==> src/shared/rtc_map.vh <==
// register map, field positions and timing constants of the real-time clock core
`ifndef RTC_MAP_VH
`define RTC_MAP_VH

`define ADDR_W          5
`define DATA_W          8
`define CNT_W           7

`define A_SEC           5'h00
`define A_MIN           5'h01
`define A_HOUR          5'h02
`define A_WDAY          5'h03
`define A_DAY           5'h04
`define A_MONTH         5'h05
`define A_YEAR          5'h06
`define A_ALW_MIN       5'h08
`define A_ALW_HOUR      5'h09
`define A_ALW_WDAY      5'h0A
`define A_ALD_MIN       5'h0B
`define A_ALD_HOUR      5'h0C
`define A_CTRL1         5'h0E
`define A_CTRL2         5'h0F
`define A_INT_STATUS    5'h10
`define A_INT_CLEAR     5'h11
`define A_INT_ENABLE    5'h12

// control 1 fields
`define C1_WAEN         7
`define C1_DAEN         6
`define C1_SEL_HI       2
`define C1_SEL_LO       0
// control 2 fields
`define C2_VDROP        6
`define C2_COLD         4
`define C2_PFLAG        2
`define C2_WAFLAG       1
`define C2_DAFLAG       0

// interrupt status bits
`define IS_W            5
`define IS_SEC          0
`define IS_PER          1
`define IS_WAL          2
`define IS_DAL          3
`define IS_VDROP        4

// periodic select codes
`define SEL_OFF         3'h0
`define SEL_LOW         3'h1
`define SEL_2HZ         3'h2
`define SEL_1HZ         3'h3
`define SEL_SEC         3'h4
`define SEL_MIN         3'h5
`define SEL_HOUR        3'h6
`define SEL_MONTH       3'h7

// counter ranges
`define SEC_TOP         7'h3B
`define MIN_TOP         7'h3B
`define HOUR_TOP        7'h17
`define WDAY_TOP        7'h06
`define MONTH_TOP       7'h0C
`define YEAR_TOP        7'h63
`define ZERO_LOW        7'h00
`define ONE_LOW         7'h01
`define DAYS_31         7'h1F
`define DAYS_30         7'h1E
`define DAYS_29         7'h1D
`define DAYS_28         7'h1C
`define M_FEB           7'h02
`define M_APR           7'h04
`define M_JUN           7'h06
`define M_SEP           7'h09
`define M_NOV           7'h0B

// timebase edges per second and synchroniser settle time
`define TB_EDGES_PER_SEC 32768
`define PRE_W           15
`define STRAP_WAIT      2'h3

`endif

==> src/hdl/rtc_core.v <==
// real-time clock core: time counters, alarms, periodic interrupt and flags
//
// Our own choices: the placing of the registers and the plain strobed port.
`timescale 1ns/1ps
`default_nettype none
`include "rtc_map.vh"
module rtc_core #(
  parameter EDGES_PER_SEC = `TB_EDGES_PER_SEC
) (
  input  wire               mclk,          // core clock, 125 MHz
  input  wire               srst,          // synchronous reset, active high
  input  wire [`ADDR_W-1:0] addr,          // register address
  input  wire [`DATA_W-1:0] wdata,         // write data
  input  wire               wr,            // write strobe
  input  wire               rd,            // read strobe
  output reg  [`DATA_W-1:0] rdata,         // read data, cycle after rd
  input  wire               tb_clk,        // timebase clock pin
  input  wire               backup_resume, // strap: supply came back from battery
  input  wire               vdd_low,       // supply monitor below threshold
  output reg                irq_a_out,     // interrupt pin output value
  output reg                irq_a_oe_n,    // interrupt pin enable, low = pull low
  output reg                irq            // level interrupt to the system
);
  // divider limits are cut to the divider's width on purpose
  localparam integer      EDGES_M1 = EDGES_PER_SEC - 1;
  localparam integer      EDGES_H  = EDGES_PER_SEC / 2;
  localparam integer      EDGES_Q  = EDGES_PER_SEC / 4;
  localparam [`PRE_W-1:0] PRE_TOP  = EDGES_M1[`PRE_W-1:0];
  localparam [`PRE_W-1:0] PRE_HALF = EDGES_H[`PRE_W-1:0];
  localparam [`PRE_W-1:0] PRE_QTR  = EDGES_Q[`PRE_W-1:0];
  localparam [`PRE_W-1:0] PRE_3QTR = PRE_HALF + PRE_QTR;

  // pin synchronisers
  reg        tb_s1;
  reg        tb_s2;
  reg        tb_s3;
  reg        bk_s1;
  reg        bk_s2;
  reg        vl_s1;
  reg        vl_s2;
  // the timebase flops take no reset: clearing them would fake a rising
  // edge just after reset whenever the pin happens to be high
  always @(posedge mclk) begin
    tb_s1 <= tb_clk;
    tb_s2 <= tb_s1;
    tb_s3 <= tb_s2;
  end
  always @(posedge mclk) begin
    if (srst) begin
      bk_s1 <= 1'b0;
      bk_s2 <= 1'b0;
      vl_s1 <= 1'b0;
      vl_s2 <= 1'b0;
    end else begin
      bk_s1 <= backup_resume;
      bk_s2 <= bk_s1;
      vl_s1 <= vdd_low;
      vl_s2 <= vl_s1;
    end
  end
  wire tb_edge = tb_s2 && !tb_s3;

  // register decode
  wire wr_sec   = wr && (addr == `A_SEC);
  wire wr_min   = wr && (addr == `A_MIN);
  wire wr_hour  = wr && (addr == `A_HOUR);
  wire wr_wday  = wr && (addr == `A_WDAY);
  wire wr_day   = wr && (addr == `A_DAY);
  wire wr_month = wr && (addr == `A_MONTH);
  wire wr_year  = wr && (addr == `A_YEAR);
  wire wr_c1    = wr && (addr == `A_CTRL1);
  wire wr_c2    = wr && (addr == `A_CTRL2);

  // sub-second divider
  reg  [`PRE_W-1:0] pre;
  wire              sec_tick = tb_edge && (pre == PRE_TOP) && !wr_sec;
  always @(posedge mclk) begin
    if (srst) begin
      pre <= {`PRE_W{1'b0}};
    end else if (wr_sec) begin
      pre <= {`PRE_W{1'b0}};
    end else if (tb_edge) begin
      pre <= (pre == PRE_TOP) ? {`PRE_W{1'b0}} : pre + {{(`PRE_W-1){1'b0}}, 1'b1};
    end
  end

  // time and calendar counters
  wire [`CNT_W-1:0] sec_v;
  wire [`CNT_W-1:0] min_v;
  wire [`CNT_W-1:0] hour_v;
  wire [`CNT_W-1:0] wday_v;
  wire [`CNT_W-1:0] day_v;
  wire [`CNT_W-1:0] month_v;
  wire [`CNT_W-1:0] year_v;
  wire              sec_c;
  wire              min_c;
  wire              hour_c;
  wire              day_c;
  wire              month_c;
  reg  [`CNT_W-1:0] day_top;

  // two-digit years: every fourth year is a leap year
  always @* begin
    if (month_v == `M_FEB) begin
      day_top = (year_v[1:0] == 2'b00) ? `DAYS_29 : `DAYS_28;
    end else if ((month_v == `M_APR) || (month_v == `M_JUN) ||
                 (month_v == `M_SEP) || (month_v == `M_NOV)) begin
      day_top = `DAYS_30;
    end else begin
      day_top = `DAYS_31;
    end
  end

  wrap_counter #(.W(`CNT_W), .LOW(`ZERO_LOW), .RST(`ZERO_LOW)) u_sec (
    .mclk(mclk), .srst(srst), .load(wr_sec), .load_val(wdata[`CNT_W-1:0]),
    .inc(sec_tick), .top(`SEC_TOP), .value(sec_v), .carry(sec_c));
  wrap_counter #(.W(`CNT_W), .LOW(`ZERO_LOW), .RST(`ZERO_LOW)) u_min (
    .mclk(mclk), .srst(srst), .load(wr_min), .load_val(wdata[`CNT_W-1:0]),
    .inc(sec_c), .top(`MIN_TOP), .value(min_v), .carry(min_c));
  wrap_counter #(.W(`CNT_W), .LOW(`ZERO_LOW), .RST(`ZERO_LOW)) u_hour (
    .mclk(mclk), .srst(srst), .load(wr_hour), .load_val(wdata[`CNT_W-1:0]),
    .inc(min_c), .top(`HOUR_TOP), .value(hour_v), .carry(hour_c));
  wrap_counter #(.W(`CNT_W), .LOW(`ZERO_LOW), .RST(`ZERO_LOW)) u_wday (
    .mclk(mclk), .srst(srst), .load(wr_wday), .load_val(wdata[`CNT_W-1:0]),
    .inc(hour_c), .top(`WDAY_TOP), .value(wday_v), .carry());
  wrap_counter #(.W(`CNT_W), .LOW(`ONE_LOW), .RST(`ONE_LOW)) u_day (
    .mclk(mclk), .srst(srst), .load(wr_day), .load_val(wdata[`CNT_W-1:0]),
    .inc(hour_c), .top(day_top), .value(day_v), .carry(day_c));
  wrap_counter #(.W(`CNT_W), .LOW(`ONE_LOW), .RST(`ONE_LOW)) u_month (
    .mclk(mclk), .srst(srst), .load(wr_month), .load_val(wdata[`CNT_W-1:0]),
    .inc(day_c), .top(`MONTH_TOP), .value(month_v), .carry(month_c));
  wrap_counter #(.W(`CNT_W), .LOW(`ZERO_LOW), .RST(`ZERO_LOW)) u_year (
    .mclk(mclk), .srst(srst), .load(wr_year), .load_val(wdata[`CNT_W-1:0]),
    .inc(month_c), .top(`YEAR_TOP), .value(year_v), .carry());

  // alarm and control registers
  reg [`DATA_W-1:0] alw_min;
  reg [`DATA_W-1:0] alw_hour;
  reg [`DATA_W-1:0] alw_wday;
  reg [`DATA_W-1:0] ald_min;
  reg [`DATA_W-1:0] ald_hour;
  reg               weekly_alarm_enable;
  reg               daily_alarm_enable;
  reg [2:0]         periodic_select_field;
  always @(posedge mclk) begin
    if (srst) begin
      alw_min               <= 8'h00;
      alw_hour              <= 8'h00;
      alw_wday              <= 8'h00;
      ald_min               <= 8'h00;
      ald_hour              <= 8'h00;
      weekly_alarm_enable   <= 1'b0;
      daily_alarm_enable    <= 1'b0;
      periodic_select_field <= `SEL_OFF;
    end else if (wr) begin
      case (addr)
        `A_ALW_MIN:  alw_min  <= wdata;
        `A_ALW_HOUR: alw_hour <= wdata;
        `A_ALW_WDAY: alw_wday <= wdata;
        `A_ALD_MIN:  ald_min  <= wdata;
        `A_ALD_HOUR: ald_hour <= wdata;
        `A_CTRL1: begin
          weekly_alarm_enable   <= wdata[`C1_WAEN];
          daily_alarm_enable    <= wdata[`C1_DAEN];
          periodic_select_field <= wdata[`C1_SEL_HI:`C1_SEL_LO];
        end
        default: ;
      endcase
    end
  end

  // alarms compare the minute and hour bytes whole, and test the weekday byte as a bit mask,
  // once each new minute; a minute or hour byte with bits that no counter ever holds can
  // never match, which is how alarms are cancelled
  reg  minute_new;
  always @(posedge mclk) begin
    if (srst) begin
      minute_new <= 1'b0;
    end else begin
      minute_new <= sec_c;
    end
  end
  wire [`DATA_W-1:0] min_b  = {1'b0, min_v};
  wire [`DATA_W-1:0] hour_b = {1'b0, hour_v};
  wire walarm_hit = minute_new && weekly_alarm_enable && (alw_min == min_b) &&
                    (alw_hour == hour_b) && alw_wday[wday_v[2:0]];
  wire dalarm_hit = minute_new && daily_alarm_enable && (ald_min == min_b) &&
                    (ald_hour == hour_b);

  // periodic level-mode events
  reg per_hit;
  always @* begin
    case (periodic_select_field)
      `SEL_SEC:   per_hit = sec_tick;
      `SEL_MIN:   per_hit = sec_c;
      `SEL_HOUR:  per_hit = min_c;
      `SEL_MONTH: per_hit = day_c;
      default:    per_hit = 1'b0;
    endcase
  end

  // status flags; an event in the cycle of a clearing write wins
  reg       periodic_irq_flag;
  reg       weekly_alarm_flag;
  reg       daily_alarm_flag;
  reg       voltage_drop_flag;
  reg       cold_start_flag;
  reg [1:0] strap_cnt;
  wire clr_per  = wr_c2 && !wdata[`C2_PFLAG];
  wire clr_wal  = wr_c2 && !wdata[`C2_WAFLAG];
  wire clr_dal  = wr_c2 && !wdata[`C2_DAFLAG];
  wire clr_vd   = wr_c2 && !wdata[`C2_VDROP];
  wire clr_cold = wr_c2 && !wdata[`C2_COLD];
  always @(posedge mclk) begin
    if (srst) begin
      periodic_irq_flag <= 1'b0;
      weekly_alarm_flag <= 1'b0;
      daily_alarm_flag  <= 1'b0;
      voltage_drop_flag <= 1'b0;
      cold_start_flag   <= 1'b1;
      strap_cnt         <= 2'h0;
    end else begin
      periodic_irq_flag <= per_hit || (periodic_irq_flag && !clr_per);
      // writing one keeps a flag; writing zero leaves the enables alone
      weekly_alarm_flag <= walarm_hit || (weekly_alarm_flag && !clr_wal);
      daily_alarm_flag  <= dalarm_hit || (daily_alarm_flag && !clr_dal);
      voltage_drop_flag <= vl_s2 || (voltage_drop_flag && !clr_vd);
      // the strap is caught once the synchroniser has settled
      if (strap_cnt != `STRAP_WAIT) begin
        strap_cnt <= strap_cnt + 2'h1;
        if (strap_cnt == `STRAP_WAIT - 2'h1) begin
          cold_start_flag <= !bk_s2;
        end
      end else if (clr_cold) begin
        cold_start_flag <= 1'b0;
      end
    end
  end

  // interrupt pin: open drain, low while the periodic select or either alarm flag asserts
  reg pin_low;
  always @* begin
    case (periodic_select_field)
      `SEL_OFF: pin_low = 1'b0;
      `SEL_LOW: pin_low = 1'b1;
      `SEL_2HZ: pin_low = (pre < PRE_QTR) || ((pre >= PRE_HALF) && (pre < PRE_3QTR));
      `SEL_1HZ: pin_low = (pre < PRE_HALF);
      default:  pin_low = periodic_irq_flag;
    endcase
  end
  always @(posedge mclk) begin
    if (srst) begin
      irq_a_out  <= 1'b0;
      irq_a_oe_n <= 1'b1;
    end else begin
      irq_a_out  <= 1'b0;
      irq_a_oe_n <= !(pin_low || weekly_alarm_flag || daily_alarm_flag);
    end
  end

  // system interrupt: sticky status, write-one clear, enable mask
  wire [`IS_W-1:0] int_ev;
  reg  [`IS_W-1:0] int_status;
  reg  [`IS_W-1:0] int_enable;
  assign int_ev[`IS_SEC]   = sec_tick;
  assign int_ev[`IS_PER]   = per_hit;
  assign int_ev[`IS_WAL]   = walarm_hit;
  assign int_ev[`IS_DAL]   = dalarm_hit;
  assign int_ev[`IS_VDROP] = vl_s2 && !voltage_drop_flag;
  wire [`IS_W-1:0] int_clr = (wr && (addr == `A_INT_CLEAR)) ? wdata[`IS_W-1:0]
                                                             : {`IS_W{1'b0}};
  always @(posedge mclk) begin
    if (srst) begin
      int_status <= {`IS_W{1'b0}};
      int_enable <= {`IS_W{1'b0}};
      irq        <= 1'b0;
    end else begin
      int_status <= int_ev | (int_status & ~int_clr);
      if (wr && (addr == `A_INT_ENABLE)) begin
        int_enable <= wdata[`IS_W-1:0];
      end
      irq <= |(int_status & int_enable);
    end
  end

  // read port: data stand for exactly one cycle after the strobe
  reg [`DATA_W-1:0] next_rdata;
  always @* begin
    next_rdata = 8'h00;
    case (addr)
      `A_SEC:        next_rdata = {1'b0, sec_v};
      `A_MIN:        next_rdata = min_b;
      `A_HOUR:       next_rdata = hour_b;
      `A_WDAY:       next_rdata = {1'b0, wday_v};
      `A_DAY:        next_rdata = {1'b0, day_v};
      `A_MONTH:      next_rdata = {1'b0, month_v};
      `A_YEAR:       next_rdata = {1'b0, year_v};
      `A_ALW_MIN:    next_rdata = alw_min;
      `A_ALW_HOUR:   next_rdata = alw_hour;
      `A_ALW_WDAY:   next_rdata = alw_wday;
      `A_ALD_MIN:    next_rdata = ald_min;
      `A_ALD_HOUR:   next_rdata = ald_hour;
      `A_CTRL1: begin
        next_rdata[`C1_WAEN]             = weekly_alarm_enable;
        next_rdata[`C1_DAEN]             = daily_alarm_enable;
        next_rdata[`C1_SEL_HI:`C1_SEL_LO] = periodic_select_field;
      end
      `A_CTRL2: begin
        next_rdata[`C2_VDROP]  = voltage_drop_flag;
        next_rdata[`C2_COLD]   = cold_start_flag;
        next_rdata[`C2_PFLAG]  = periodic_irq_flag;
        next_rdata[`C2_WAFLAG] = weekly_alarm_flag;
        next_rdata[`C2_DAFLAG] = daily_alarm_flag;
      end
      `A_INT_STATUS: next_rdata = {3'h0, int_status};
      `A_INT_ENABLE: next_rdata = {3'h0, int_enable};
      default:       next_rdata = 8'h00;
    endcase
  end
  always @(posedge mclk) begin
    if (srst) begin
      rdata <= 8'h00;
    end else begin
      rdata <= rd ? next_rdata : 8'h00;
    end
  end
endmodule // rtc_core
`default_nettype wire

==> src/hdl/wrap_counter.v <==
// loadable counter that wraps from a top value back to a low value
`timescale 1ns/1ps
`default_nettype none
module wrap_counter #(
  parameter          W   = 7,
  parameter [W-1:0]  LOW = 7'h00,
  parameter [W-1:0]  RST = 7'h00
) (
  input  wire         mclk,      // core clock
  input  wire         srst,      // synchronous reset
  input  wire         load,      // software write
  input  wire [W-1:0] load_val,  // written value
  input  wire         inc,       // count enable
  input  wire [W-1:0] top,       // last value before wrap
  output reg  [W-1:0] value,     // current count
  output wire         carry      // wrap in this cycle
);
  // a load in the same cycle as a carry wins and suppresses the carry
  assign carry = inc && !load && (value >= top);

  always @(posedge mclk) begin
    if (srst) begin
      value <= RST;
    end else if (load) begin
      value <= load_val;
    end else if (inc) begin
      value <= (value >= top) ? LOW : value + {{(W-1){1'b0}}, 1'b1};
    end
  end
endmodule // wrap_counter
`default_nettype wire

==> config.mk <==
export PLATFORM = sky130hd
export DESIGN_NAME = rtc_core
export DESIGN_NICKNAME = d
export VERILOG_FILES = /design/src/hdl/rtc_core.v /design/src/hdl/wrap_counter.v
export VERILOG_INCLUDE_DIRS = /design/src /design/src/shared
export SDC_FILE = /design/constraint.sdc
export NUM_CORES = 1
export LEC_CHECK = 0
export BUFFER_PORTS_ARGS = -buffer_cell sky130_fd_sc_hd__buf_2
export CAP_MARGIN = 25
export CORE_ASPECT_RATIO = 0.75
export CORE_MARGIN = 1.5
export CORE_UTILIZATION = 40
export DETAILED_ROUTE_END_ITERATION = 12
export PLACE_DENSITY = 0.65
export RECOVER_POWER = 50
export SLEW_MARGIN = 20
export SYNTH_ARGS = -nofsm -noshare
export SYNTH_HDL_FRONTEND = slang
export SYNTH_SLANG_ARGS = --single-unit
==> constraint.sdc <==
create_clock -name mclk -period 7.3 [get_ports mclk]
set_input_delay 0.365 -clock mclk [delete_from_list [all_inputs] [get_ports mclk]]
set_output_delay 0.365 -clock mclk [all_outputs]
set_load 0.05 [all_outputs]
# Word level (Yosys, flattened, before mapping)
# Cells that the tools add are included.
[totals]
regBits = 144
inputBits = 20
output_inout_bits = 11
wordCells = 226
[classes]
add_sub_neg = 9
n_lt_le_gt_ge = 12
eq_ne = 36
muxes = 39
n_bitwise = 5
n_reduce_logical = 90
[ops]
columns = ["op", "n"]
rows = [
  ["two-way mux 7 bit", 21],
  ["adder 7 x 1 -> 7 bit, second input constant", 7],
  ["case mux 3 bit (16 select lines)", 1],
  ["logical AND 1 bit", 41],
  ["== test 5 x 4 -> 1 bit, second input constant", 7],
  ["== test 8 x 7 -> 1 bit", 4],
  ["< comparator 15 bit, second input constant", 2],
  ["case mux 1 bit (14 select lines)", 2],
  ["zero test 1 bit", 18],
  ["nonzero test 2 bit", 8],
  ["adder 15 x 1 -> 15 bit, second input constant", 1],
  ["== test 15 bit, second input constant", 1],
  ["== test 5 x 3 -> 1 bit, second input constant", 3],
  ["== test 5 bit, second input constant", 3],
  ["greater-or-equal comparator 15 bit, second input constant", 1],
  ["< comparator 15 x 14 -> 1 bit, second input constant", 1],
  ["two-way mux 15 bit", 1],
  ["case mux 1 bit (15 select lines)", 1],
  ["== test 7 x 3 -> 1 bit, second input constant", 2],
  ["== test 7 x 4 -> 1 bit, second input constant", 2],
  ["greater-or-equal comparator 7 x 6 -> 1 bit, second input constant", 2],
  ["AND reduction 2 bit", 7],
  ["== test 3 bit, second input constant", 4],
  ["case mux 1 bit (12 select lines)", 1],
  ["other kinds (31)", 50],
]

# Depth between registers and ports, before layout
# Gate-level depths: netlist of run 1.
[depth]
depth_word = 16
mapped_depth = 13
mapped_depth_nobuf = 12

# Hierarchy
# Synthesis of run 1 repeated with hierarchy kept, for this count alone.
[unflattened]
hier_cells = 1174
hier_area_um2 = 9810.7
[modules_own_cells]
columns = ["module", "instances", "cells_per_inst", "area_per_inst_um2", "seq_area_each_um2"]
rows = [
  ["rtc_core", 1, 626, 5416.4, 1901.8],
  ["wrap_counter (u_hour ...)", 5, 78, 628.1, 140.1],
  ["wrap_counter (u_day ...)", 2, 79, 626.9, 140.1],
]

# Worst setup path before layout of run 1
# No wires, ideal clock.
[synth_path]
path_kind = "flip-flop to flip-flop"
from = "register pre[0]"
to = "register u_year.value[3]"
setup_ns = 0.074
t_arrival_ns = 2.916
t_required_ns = 7.226
setup_slack_ns = 4.310
path_stages_with_launch = 9
path_buffers = 1
synth_period_minus_slack_ns = 2.990
path_cell_list = "dfxtp_1 > ha_1 > nand4_2 > or4_4 > or4_4 > or4_1 > buf_2 > a221o_1 > o21ai_0"
[synth_between]
elab_chain_len = 14
[synth_rtl]
columns = ["item", "line_no", "rtl"]
rows = [
  ["start: declaration", "rtc_core.v:75", "reg [`PRE_W-1:0] pre;"],
  ["start signal: assignment", "rtc_core.v:79", "pre <= {`PRE_W{1'b0}};"],
  ["start signal: assignment", "rtc_core.v:81", "pre <= {`PRE_W{1'b0}};"],
  ["start signal: assignment", "rtc_core.v:83", "pre <= (pre == PRE_TOP) ? {`PRE_W{1'b0}} : pre + {{(`PRE_W-1){1'b0}}, 1'b1};"],
  ["== test 15 bit", "rtc_core.v:76", "wire sec_tick = tb_edge && (pre == PRE_TOP) && !wr_sec;"],
  ["logical AND 1 bit (2 in series)", "rtc_core.v:76", ""],
  ["logical AND 1 bit (10 in series)", "wrap_counter.v:19", "assign carry = inc && !load && (value >= top);"],
  ["nonzero test 2 bit (no source line)", "n/a", ""],
  ["end signal: assignment", "wrap_counter.v:25", "value <= load_val;"],
  ["end signal: assignment", "wrap_counter.v:27", "value <= (value >= top) ? LOW : value + {{(W-1){1'b0}}, 1'b1};"],
  ["end: declaration", "wrap_counter.v:15", "output reg [W-1:0] value,"],
]
# Every way passes these cells.
# A chain may end at the register's enable or synchronous reset.

==> reports/qor.yml, run 1 <==
detailed_routing:
  drc: 0
  antenna_left: 0
  vias: 7727
  wirelength_mm: 26.0
  avgRoutedWirePerCell_um: 21.1
  viasPerCell: 6.25
  drtIter0Drc: 1164
  firstDrtPassIters: 6
timing:
  finalCritPeriodShare_pct: 65.4
  drv_slew: 188
  tightest_slew_ns: 3.42
  maxSlewHeadroom_pct: -128
  setup_slack_ns: 2.53
  finClkSkew_ns: 0.0196
  hold_viol_final: 0
  post-route-min-period_ns: 4.77
  setup_tns_ns: 0
  finalSetupViolCount: 0
  rsz0062_at_grt: "false"
  fmax_mhz: 210
global_route:
  grt_max_degree: 74
  track_usage_pct: 26.9
  first_global_vias: 6854
  grt_pass1_wl_mm: 40.6
  antenna_found_initial: 1
  grt.overflow.total: 0
floorplanning:
  die_x_um: 163
  die_h_um: 123
  ios: 31
  fp.coreArea_um2: 18700
  start_util_pct: 41.3
  design.die.area_um2: 20100
  row_count: 43
worst_hold_path:
  hp-start: "tb_clk"
  hold_path_depth: 1
  min_to: "tb_s1"
  hp-class: "in2reg"
worst_setup_path:
  cp_cell_sequence: "clkbuf_1, clkbuf_1, or3_1, o22ai_1, o21bai_1"
  reg2regPathDepth: 7
  cp_num_buf_inv: 2
  critPathTopFamily: "buffers and inverters"
  required_ns: 7.55
  r2r-end: "u_year.value[0]"
  crit_fanout: 73
  worstSetupStartpointType: "primary input"
  r2r-start: "pre[0]"
  arrival_ns: 5.03
  endpoint_kind: "register"
  cp_common_cell: "clkbuf_1"
  regToRegSetupSlack_ns: 3.79
  slowest_delay_ns: 2.50
  slowest_stage: "clkbuf_1"
  worst-setup-path-type: "in2reg"
logic_synthesis:
  synth_area_per_cell_um2: 7.79
  synthFlopType: "dfxtp_1"
  synth_cells: 991
  ys_seq_area_share_pct: 37.3
  netlist_top_cells_area: "dfxtp_1, nand2_1, a21oi_1"
  synth_top_area_share_pct: 37.3
  synth_fp_nets: 1027
  synth.largest_area_cell: "dfxtp_1"
  synth_edf_count: 0
  yosys-top-cells-count: "dfxtp_1, nand2_1, nor2_1, a21oi_1, nand3_1"
  synth_async_sr_flop_share_pct: 0
  synth_most_common_cell: "dfxtp_1"
  yosysWarnings: 0
  ys_types: 64
  yosys_register_bits: 144
  synthesis.area_um2: 7720
cts:
  post_cts_buffers: 0
  clkTransAtPathRegs_ns: 0.07
  insertion_delay_ns: 0.44
  cts_buffers: 17
  ctsLongestPathBuffers: 2
  ctsHoldBuffers: 0
  cts.sinks: 144
  cts_resized: 0
  root_buffer: "clkbuf_16"
  htree_levels: 4
  cts_tree: "built"
power:
  p_per_area_nw_per_um2: 213
  cellLeakagePower_uw: 0.00289
  ir_drop_mv: 0.142
layout:
  final_layout_size_suffix_gt1_share_pct: 6.57
  area_growth_syn_to_layout_pct: 10.5
  nFillCells: 1810
  antenna_cells: 0
  nets: 1012
flow_run:
  max-cap-violations: 4
run_status:
  status: "finished, violations left"
  violations: "max-capacitance violations, max-slew violations"
placed_design:
  preCtsSetupSlack_ns: 3.90
  port_buffers: 29
  gp_routability_congestion: 1.02
  post-dp-hpwl_mm: 18.1
## cells by family after synthesis
| kind of cell | after synthesis | synth area share, % |
|---|---|---|
| AOI/OAI and AO/OA | 248 | 21.0 |
| other | 1 | 0.0486 |
| buffers and inverters | 86 | 4.25 |
| DFF | 144 | 37.3 |
| and+or+nand+nor | 434 | 27.1 |
| adders and majority gates | 16 | 2.59 |
| muxes | 17 | 2.53 |
| xor gates and xnor gates | 45 | 5.11 |
## stage by stage
stage | area, µm² | instances | total power [µW] | hold WS [ns] | utilization [%]
floorplan | 7720 | 991 | 900 | 0.310 | -
global placement | 7970 | 1204 | 938 | 0.325 | 42.7
detailed placement | 7970 | 1204 | 938 | 0.319 | 42.7
CTS | 8560 | 1236 | 1820 | 0.0151 | 45.9
global route | 8530 | 1236 | 1870 | 0.0160 | 45.7
finish | 8530 | 1236 | 1820 | 0.0223 | 45.7
## flip-flops by register name, indices dropped and copies added, names as in the netlist, 2 cells and up
name	count
rdata	8
u_sec.value	7
pre	15
u_year.value	7
strap_cnt	2
ald_hour	8
u_day.value	7
int_status	5
periodic_select_field	3
alw_wday	8
u_month.value	7
alw_min	8
u_hour.value	7
u_min.value	7
alw_hour	8
u_wday.value	7
int_enable	5
ald_min	8
## cell usage in the layout, fill, tap and decap left out, types with 4 or more instances in the layout
cell type	n
buf_4	4
clkbuf_1	16
buf_2	16
a222oi_1	5
nand3b_1	4
nor4_1	9
xnor2_1	18
or3_1	11
nor2b_1	15
a21oi_1	90
or4_1	8
nor3_1	17
a22o_1	6
o21ai_0	28
and3_1	14
nand2_1	122
a31oi_1	15
inv_8	5
inv_6	4
xor2_1	27
or2_2	4
a211oi_1	8
mux2i_1	15
inv_1	16
nor3b_1	4
dfxtp_1	144
nor2_1	102
nand2b_1	6
clkbuf_16	17
a22oi_1	32
nand4_1	19
a311oi_1	18
o22ai_1	5
ha_1	16
nand3_1	84
a221oi_1	8
## routing by layer
| metal | vias to the layer above | global-route usage [%] | part of all wire (%) |
|---|---|---|---|
| met5 | - | 0 | 0 |
| met4 | 0 | 9.92 | 3.2 |
| met3 | 76 | 6.47 | 12 |
| met2 | 473 | 35.8 | 39 |
| met1 | 3605 | 40.8 | 46 |
| li1 | 3573 | - | - |
## cell type report
| cell class | count | area (µm²) | share of cell area (%) |
|---|---|---|---|
| Clock buffer | 17 | 425 | 4.99 |
| Multi-Input combinational cell | 761 | 4520 | 52.9 |
| Clock inverter | 15 | 169 | 1.98 |
| Inverter | 16 | 60.1 | 0.704 |
| Sequential cell | 144 | 2880 | 33.8 |
| Timing Repair Buffer | 36 | 170 | 1.99 |
| Tap cell | 247 | 309 | 3.62 |
## power by group
| group | total (µW) | internal, µW | switching (µW) |
|---|---|---|---|
| Sequential | 815 | 798 | 16.9 |
| Clock | 891 | 487 | 404 |
| Combinational | 110 | 30.0 | 80.0 |
## how the worst max path moves through the flow
stage	cells past startpoint	start	endpoint	slack (ns)
final	5	srst	periodic_irq_flag	2.53
after CTS	7	pre[0]	u_year.value[0]	3.88
after global placement	7	pre[0]	u_year.value[0]	3.90
after floorplan	8	pre[0]	u_year.value[3]	4.31
after global routing	5	srst	periodic_irq_flag	2.21
after detailed placement	7	pre[0]	u_year.value[0]	3.90
Power figures use the tool's default switching activity.
==> run 2, diff against run 1 <==
--- a/config.mk
+++ b/config.mk
@@ -12,7 +12,7 @@
 export CORE_MARGIN = 1.5
 export CORE_UTILIZATION = 40
 export DETAILED_ROUTE_END_ITERATION = 12
-export PLACE_DENSITY = 0.65
+export PLACE_DENSITY = 0.67
 export RECOVER_POWER = 50
 export SLEW_MARGIN = 20
 export SYNTH_ARGS = -nofsm -noshare
==> constraint.sdc (replaced) <==
create_clock -name mclk -period 4.35 [get_ports mclk]
set_input_delay 0.2175 -clock mclk [delete_from_list [all_inputs] [get_ports mclk]]
set_output_delay 0.2175 -clock mclk [all_outputs]
set_load 0.05 [all_outputs]
==> run 2 against run 1 <==
  * The run still ends with max-capacitance violations, max-slew violations left
  * Clock skew down 0.0060 ns
  * Clock-buffer cell count did not move
  * Global-route usage rose by 0.21 points
  * Core utilization grew 0.18 points
  * Sequential share of layout area down 0.13 points
  * Hold slack got worse by 0.019 ns
  * Critical path depth did not move
  * Clock power rose by 68%
  * Cell count is 0.40% higher
==> reports/qor.yml, run 2 (synthesized netlist as in run 1, its figures left out) <==
layout:
  largest_register_ffs: 15
  antenna_cells: 0
  layout_common_cells: "dfxtp_1, nand2_1, nor2_1, a21oi_1, nand3_1"
  top_register: "pre"
  nets: 1017
  area_growth_syn_to_layout_pct: 11.0
  layout_commonest_cell: "dfxtp_1"
  final_layout_size_suffix_gt1_share_pct: 6.64
  nFillCells: 1865
  final_core_util_pct: 45.9
cts:
  insertion_delay_ns: 0.45
  cts_buffers: 17
  ctsLongestPathBuffers: 2
  cts_resized: 0
  post_cts_buffers: 0
  cts.sinks: 144
  htree_levels: 4
  cts_tree: "built"
  root_buffer: "clkbuf_16"
  clkTransAtPathRegs_ns: 0.07
power:
  p_per_area_nw_per_um2: 356
  power_uw: 3050
  ir_drop_mv: 0.243
  p_switching_uw: 838
  p_int_uw: 2210
  switching_share_pct: 27.5
  power_frac_clock_pct: 49.1
  combPwrFrac_pct: 6.1
  pwr-share-seq_pct: 44.8
  cellLeakagePower_uw: 0.00291
worst_hold_path:
  hp-class: "in2reg"
worst_setup_path:
  cp_num_buf_inv: 2
  slowest_stage: "clkbuf_1"
  cp_cell_sequence: "clkbuf_2, clkbuf_1, nor2b_1, nand2_1, a31oi_1"
  critPathTopFamily: "buffers and inverters"
  worst-setup-path-type: "in2reg"
  required_ns: 4.60
  crit_fanout: 60
  slowest_delay_ns: 1.96
  arrival_ns: 3.85
  worstSetupStartpointType: "primary input"
  endpoint_kind: "register"
floorplanning:
  fp.coreArea_um2: 18700
  row_count: 43
  ios: 31
  start_util_pct: 41.3
  die_h_um: 123
  design.die.area_um2: 20100
  die_x_um: 163
placed_design:
  port_buffers: 29
  post-dp-hpwl_mm: 18.0
  gp_routability_congestion: 0.967
timing:
  drv_slew: 60
  finalCritPeriodShare_pct: 82.6
  finalSetupViolCount: 0
  fmax_mhz: 278
  maxSlewHeadroom_pct: -77.9
  post-route-min-period_ns: 3.59
  setup_tns_ns: 0
  rsz0062_at_grt: "false"
  hold_viol_final: 0
  finClkSkew_ns: 0.0137
  whs_ns: 0.00338
  tightest_slew_ns: 2.67
global_route:
  grt_pass1_wl_mm: 40.8
  grt_max_degree: 61
  antenna_found_initial: 1
  first_global_vias: 6964
  grt.overflow.total: 0
  track_usage_pct: 27.1
run_status:
  violations: "max-capacitance violations, max-slew violations"
  status: "finished, violations left"
detailed_routing:
  firstDrtPassIters: 6
  drtIter0Drc: 1091
  wirelength_mm: 26.1
  avgRoutedWirePerCell_um: 21.0
  antenna_left: 0
  drc: 0
  viasPerCell: 6.27
  vias: 7778
flow_run:
  max-cap-violations: 1
==> run 2: per-layer routing <==
layer / vias to the layer above / global-route usage [%] / share of wire (%)
li1: 3591 / - / -
met2: 464 / 35.9 / 40
met5: - / 0 / 0
met4: 0 / 10.8 / 2.8
met3: 60 / 7.98 / 13
met1: 3663 / 40.2 / 45
==> run 2: what timing repair did <==
action	in CTS	in global routing
endpoints found under the hold margin	2	0
setup endpoints to repair	0	0
hold buffers	2	0
==> run 2: worst reg2reg max path, delay by kind of cell, from the launching register on <==
family / cells / cell delay (ns)
AND/OR/NAND/NOR: 5 / 2.47
flip-flops: 1 / 0.39
AO/OA/AOI/OAI: 1 / 0.26
adder cells (fa/ha/maj): 1 / 0.24
==> run 2: final cells by class <==
class                   count  area [µm²]  area share (%)
clock buffers              17         425            4.97
clock inverters            15         173            2.02
inverters                  16        60.1           0.701
multi-input cells         761        4510            52.6
flip-flops and latches    144        2880            33.7
well taps                 247         309            3.61
repair buffers             41         206            2.41
==> run 2: final timing paths <==
path,slack (ns),start,cells past startpoint,to
worst min register to register,0.33,tb_s1,0,tb_s2
worst min-delay path,0.003,backup_resume,2,bk_s1
worst max-delay path,0.76,srst,5,rdata[1]
worst max register to register,0.86,pre[0],7,u_year.value[0]
==> run 2: power by group through the flow <==
stage	Sequential, µW	Combinational (µW)	Clock (µW)
finish	1370	185	1500
global route	1370	202	1580
CTS	1360	181	1500
detailed placement	1390	179	0
global placement	1390	177	0
floorplan	1380	128	0
==> run 2: through the flow <==
step | area (µm²) | setup WS [ns] | instances
2_1_floorplan | 7720 | 1.36 | 991
3_3_place_gp | 7990 | 0.977 | 1207
3_5_place_dp | 7990 | 0.916 | 1207
4_1_cts | 8610 | 0.896 | 1241
5_1_grt | 8570 | 0.406 | 1241
6_report | 8570 | 0.755 | 1241
==> run 3, diff against run 2 <==
--- a/config.mk
+++ b/config.mk
@@ -6,6 +6,7 @@
 export SDC_FILE = /design/constraint.sdc
 export NUM_CORES = 1
 export LEC_CHECK = 0
+export ABC_AREA = 1
 export BUFFER_PORTS_ARGS = -buffer_cell sky130_fd_sc_hd__buf_2
 export CAP_MARGIN = 25
 export CORE_ASPECT_RATIO = 0.75
==> constraint.sdc (replaced) <==
create_clock -name mclk -period 3.2 [get_ports mclk]
set_input_delay 0.16 -clock mclk [delete_from_list [all_inputs] [get_ports mclk]]
set_output_delay 0.16 -clock mclk [all_outputs]
set_load 0.05 [all_outputs]
==> run 3 against run 2 <==
  * The run still ends with max-capacitance violations, max-slew violations left
  * Clock-buffer cell count grew 1
  * Synthesized cell count grew 5.8%
  * Core utilization grew 0.30 points
  * Cell count grew 7.0%
  * Routed wire length shrank 7.0%
  * Global-route usage shrank 1.7 points
  * Largest power group unchanged
  * Highest routed layer unchanged
==> reports/qor.yml, run 3 <==
worst_hold_path:
  hp-start: "wdata[7]"
  min_to: "alw_wday[7]"
  hold_path_depth: 3
  hp-class: "in2reg"
floorplanning:
  die_x_um: 161
  row_count: 43
  fp.coreArea_um2: 18500
  die_h_um: 122
  ios: 31
  start_util_pct: 40.8
  design.die.area_um2: 19700
logic_synthesis:
  yosys-top-cells-count: "nand2_1, dfxtp_1, inv_1, a21oi_1, nor2_1"
  synth_area_per_cell_um2: 7.18
  synth_cells: 1048
  synth.largest_area_cell: "dfxtp_1"
  ys_types: 51
  synth_fp_nets: 1084
  yosysWarnings: 0
  synthFlopType: "dfxtp_1"
  synthesis.area_um2: 7530
  synth_top_area_share_pct: 38.3
  ys_seq_area_share_pct: 38.3
  yosys_register_bits: 144
  synth_edf_count: 0
  synth_most_common_cell: "nand2_1"
  synth_async_sr_flop_share_pct: 0
  netlist_top_cells_area: "dfxtp_1, nand2_1, a21oi_1"
global_route:
  first_global_vias: 6476
  grt_pass1_wl_mm: 37.6
  antenna_found_initial: 0
  grt_max_degree: 66
  grt.overflow.total: 0
  track_usage_pct: 25.4
timing:
  fmax_mhz: 362
  rsz0062_at_grt: "false"
  hold_viol_final: 0
  tightest_slew_ns: 1.53
  setup_slack_ns: 0.439
  setup_tns_ns: 0
  post-route-min-period_ns: 2.76
  finalCritPeriodShare_pct: 86.3
  drv_slew: 66
  maxSlewHeadroom_pct: -1.68
  finalSetupViolCount: 0
  finClkSkew_ns: 0.00769
flow_run:
  max-cap-violations: 1
detailed_routing:
  firstDrtPassIters: 6
  vias: 7406
  viasPerCell: 5.58
  antenna_left: 0
  drtIter0Drc: 871
  avgRoutedWirePerCell_um: 18.3
  wirelength_mm: 24.3
  drc: 0
layout:
  nFillCells: 1829
  multi_input_area_um2: 3920
  final_layout_size_suffix_gt1_share_pct: 7.49
  layout_common_cells: "nand2_1, dfxtp_1, inv_1, a21oi_1, nor2_1"
  antenna_cells: 0
  nets: 1104
  area_growth_syn_to_layout_pct: 13.2
  top_register: "pre"
  seqCellArea_um2: 2880
  layout_commonest_cell: "nand2_1"
  largest_register_ffs: 15
worst_setup_path:
  required_ns: 3.57
  slowest_stage: "dfxtp_1"
  cp_common_cell: "inv_1"
  worstSetupStartpointType: "register"
  worst-setup-path-type: "reg2reg"
  r2r-end: "u_year.value[3]"
  reg2regPathDepth: 16
  slowest_delay_ns: 0.42
  arrival_ns: 3.13
  crit_fanout: 14
  r2r-start: "u_month.value[1]"
  regToRegSetupSlack_ns: 0.44
  endpoint_kind: "register"
  cp_cell_sequence: "ha_1, or3_1, o31ai_1, o41ai_1, inv_1, ha_1, inv_1, a21boi_0, o2111ai_1, nand3_1, inv_1, nor2_8, nand3_4, nand3_1, nand2_1, nor2_1"
cts:
  ctsHoldBuffers: 3
  htree_levels: 4
  ctsLongestPathBuffers: 2
  clkTransAtPathRegs_ns: 0.06
  root_buffer: "clkbuf_16"
  cts_buffers: 17
  cts_tree: "built"
  cts_resized: 0
  post_cts_buffers: 0
  cts.sinks: 144
  insertion_delay_ns: 0.43
run_status:
  status: "finished, violations left"
  violations: "max-capacitance violations, max-slew violations"
placed_design:
  post-dp-hpwl_mm: 17.9
  gp_routability_congestion: 0.996
  port_buffers: 29
  preCtsSetupSlack_ns: 0.476
power:
  cellLeakagePower_uw: 0.00330
  ir_drop_mv: 0.336
  p_per_area_nw_per_um2: 511
-- run 3: cell types whose count changed in the layout (fill, tap and decap cells not counted), sizes merged, moves of 16 or more --
cell / change
o22ai: +20
nand3: -35
a22oi: -31
nor2: -16
o21ai: +45
inv: +112
a311oi: -18
nand2: +95
-- run 3: logic make-up after synthesis --
family	count (synthesis)	synth area share (%)
AO/OA/AOI/OAI	272	21.1
XOR/XNOR	40	4.65
adder cells (fa/ha/maj)	16	2.66
buffers and inverters	178	9.36
flip-flops	144	38.3
other	1	0.0498
AND/OR/NAND/NOR	397	23.9
-- run 3: final cells by class --
type                    count  share of cell area, %
clock inverters            14                   2.79
well taps                 247                   3.63
inverters                 137                   6.03
multi-input cells         726                   46.0
flip-flops and latches    144                   33.8
repair buffers             42                   2.54
clock buffers              18                   5.15
-- run 3: worst max path at each step --
stage | from | to | slack (ns) | cells past startpoint
5_1_grt | u_month.value[1] | u_year.value[2] | 0.09 | 16
2_1_floorplan | u_month.value[1] | u_year.value[1] | 0.78 | 16
6_report | u_month.value[1] | u_year.value[3] | 0.44 | 16
4_1_cts | u_month.value[1] | u_year.value[1] | 0.46 | 15
3_5_place_dp | u_month.value[1] | u_year.value[1] | 0.48 | 15
3_3_place_gp | u_month.value[1] | u_month.value[3] | 0.61 | 17
-- run 3: layer usage --
metal  part of all wire (%)  vias to the layer above  track usage [%]  wire (µm)
met5                      0                        -                0          0
met4                    2.1                        0             7.93        510
met3                     13                       43             7.39       3130
met2                     39                      400             34.1       9370
met1                     46                     3395             38.2      11300
li1                       -                     3568                -          -
-- run 3: power breakdown --
| part | total [µW] | internal (µW) | switching (µW) |
|---|---|---|---|
| registers | 1840 | 1820 | 23.3 |
| clock network | 2290 | 1480 | 807 |
| logic | 224 | 57.3 | 167 |
| total | 4360 | 3360 | 997 |
-- run 3: per-stage QoR --
stage | utilization, % | hold WS, ns | instance area (µm²) | cells | power [µW]
2_1_floorplan | - | 0.188 | 7530 | 1048 | 2020
3_3_place_gp | 42.6 | 0.263 | 7870 | 1293 | 2100
3_5_place_dp | 42.6 | 0.265 | 7870 | 1293 | 2100
4_1_cts | 46.5 | 0.0521 | 8570 | 1328 | 4380
5_1_grt | 46.2 | 0.0723 | 8520 | 1328 | 4480
6_report | 46.2 | 0.0512 | 8520 | 1328 | 4360
-- run 3: worst max-delay path, delay by kind of cell, from the launching register on --
family,cells,cell delay (ns)
simple gates,7,0.94
compound gates,4,0.59
fa+ha+maj,2,0.52
flops,1,0.42
buf+inv,3,0.24
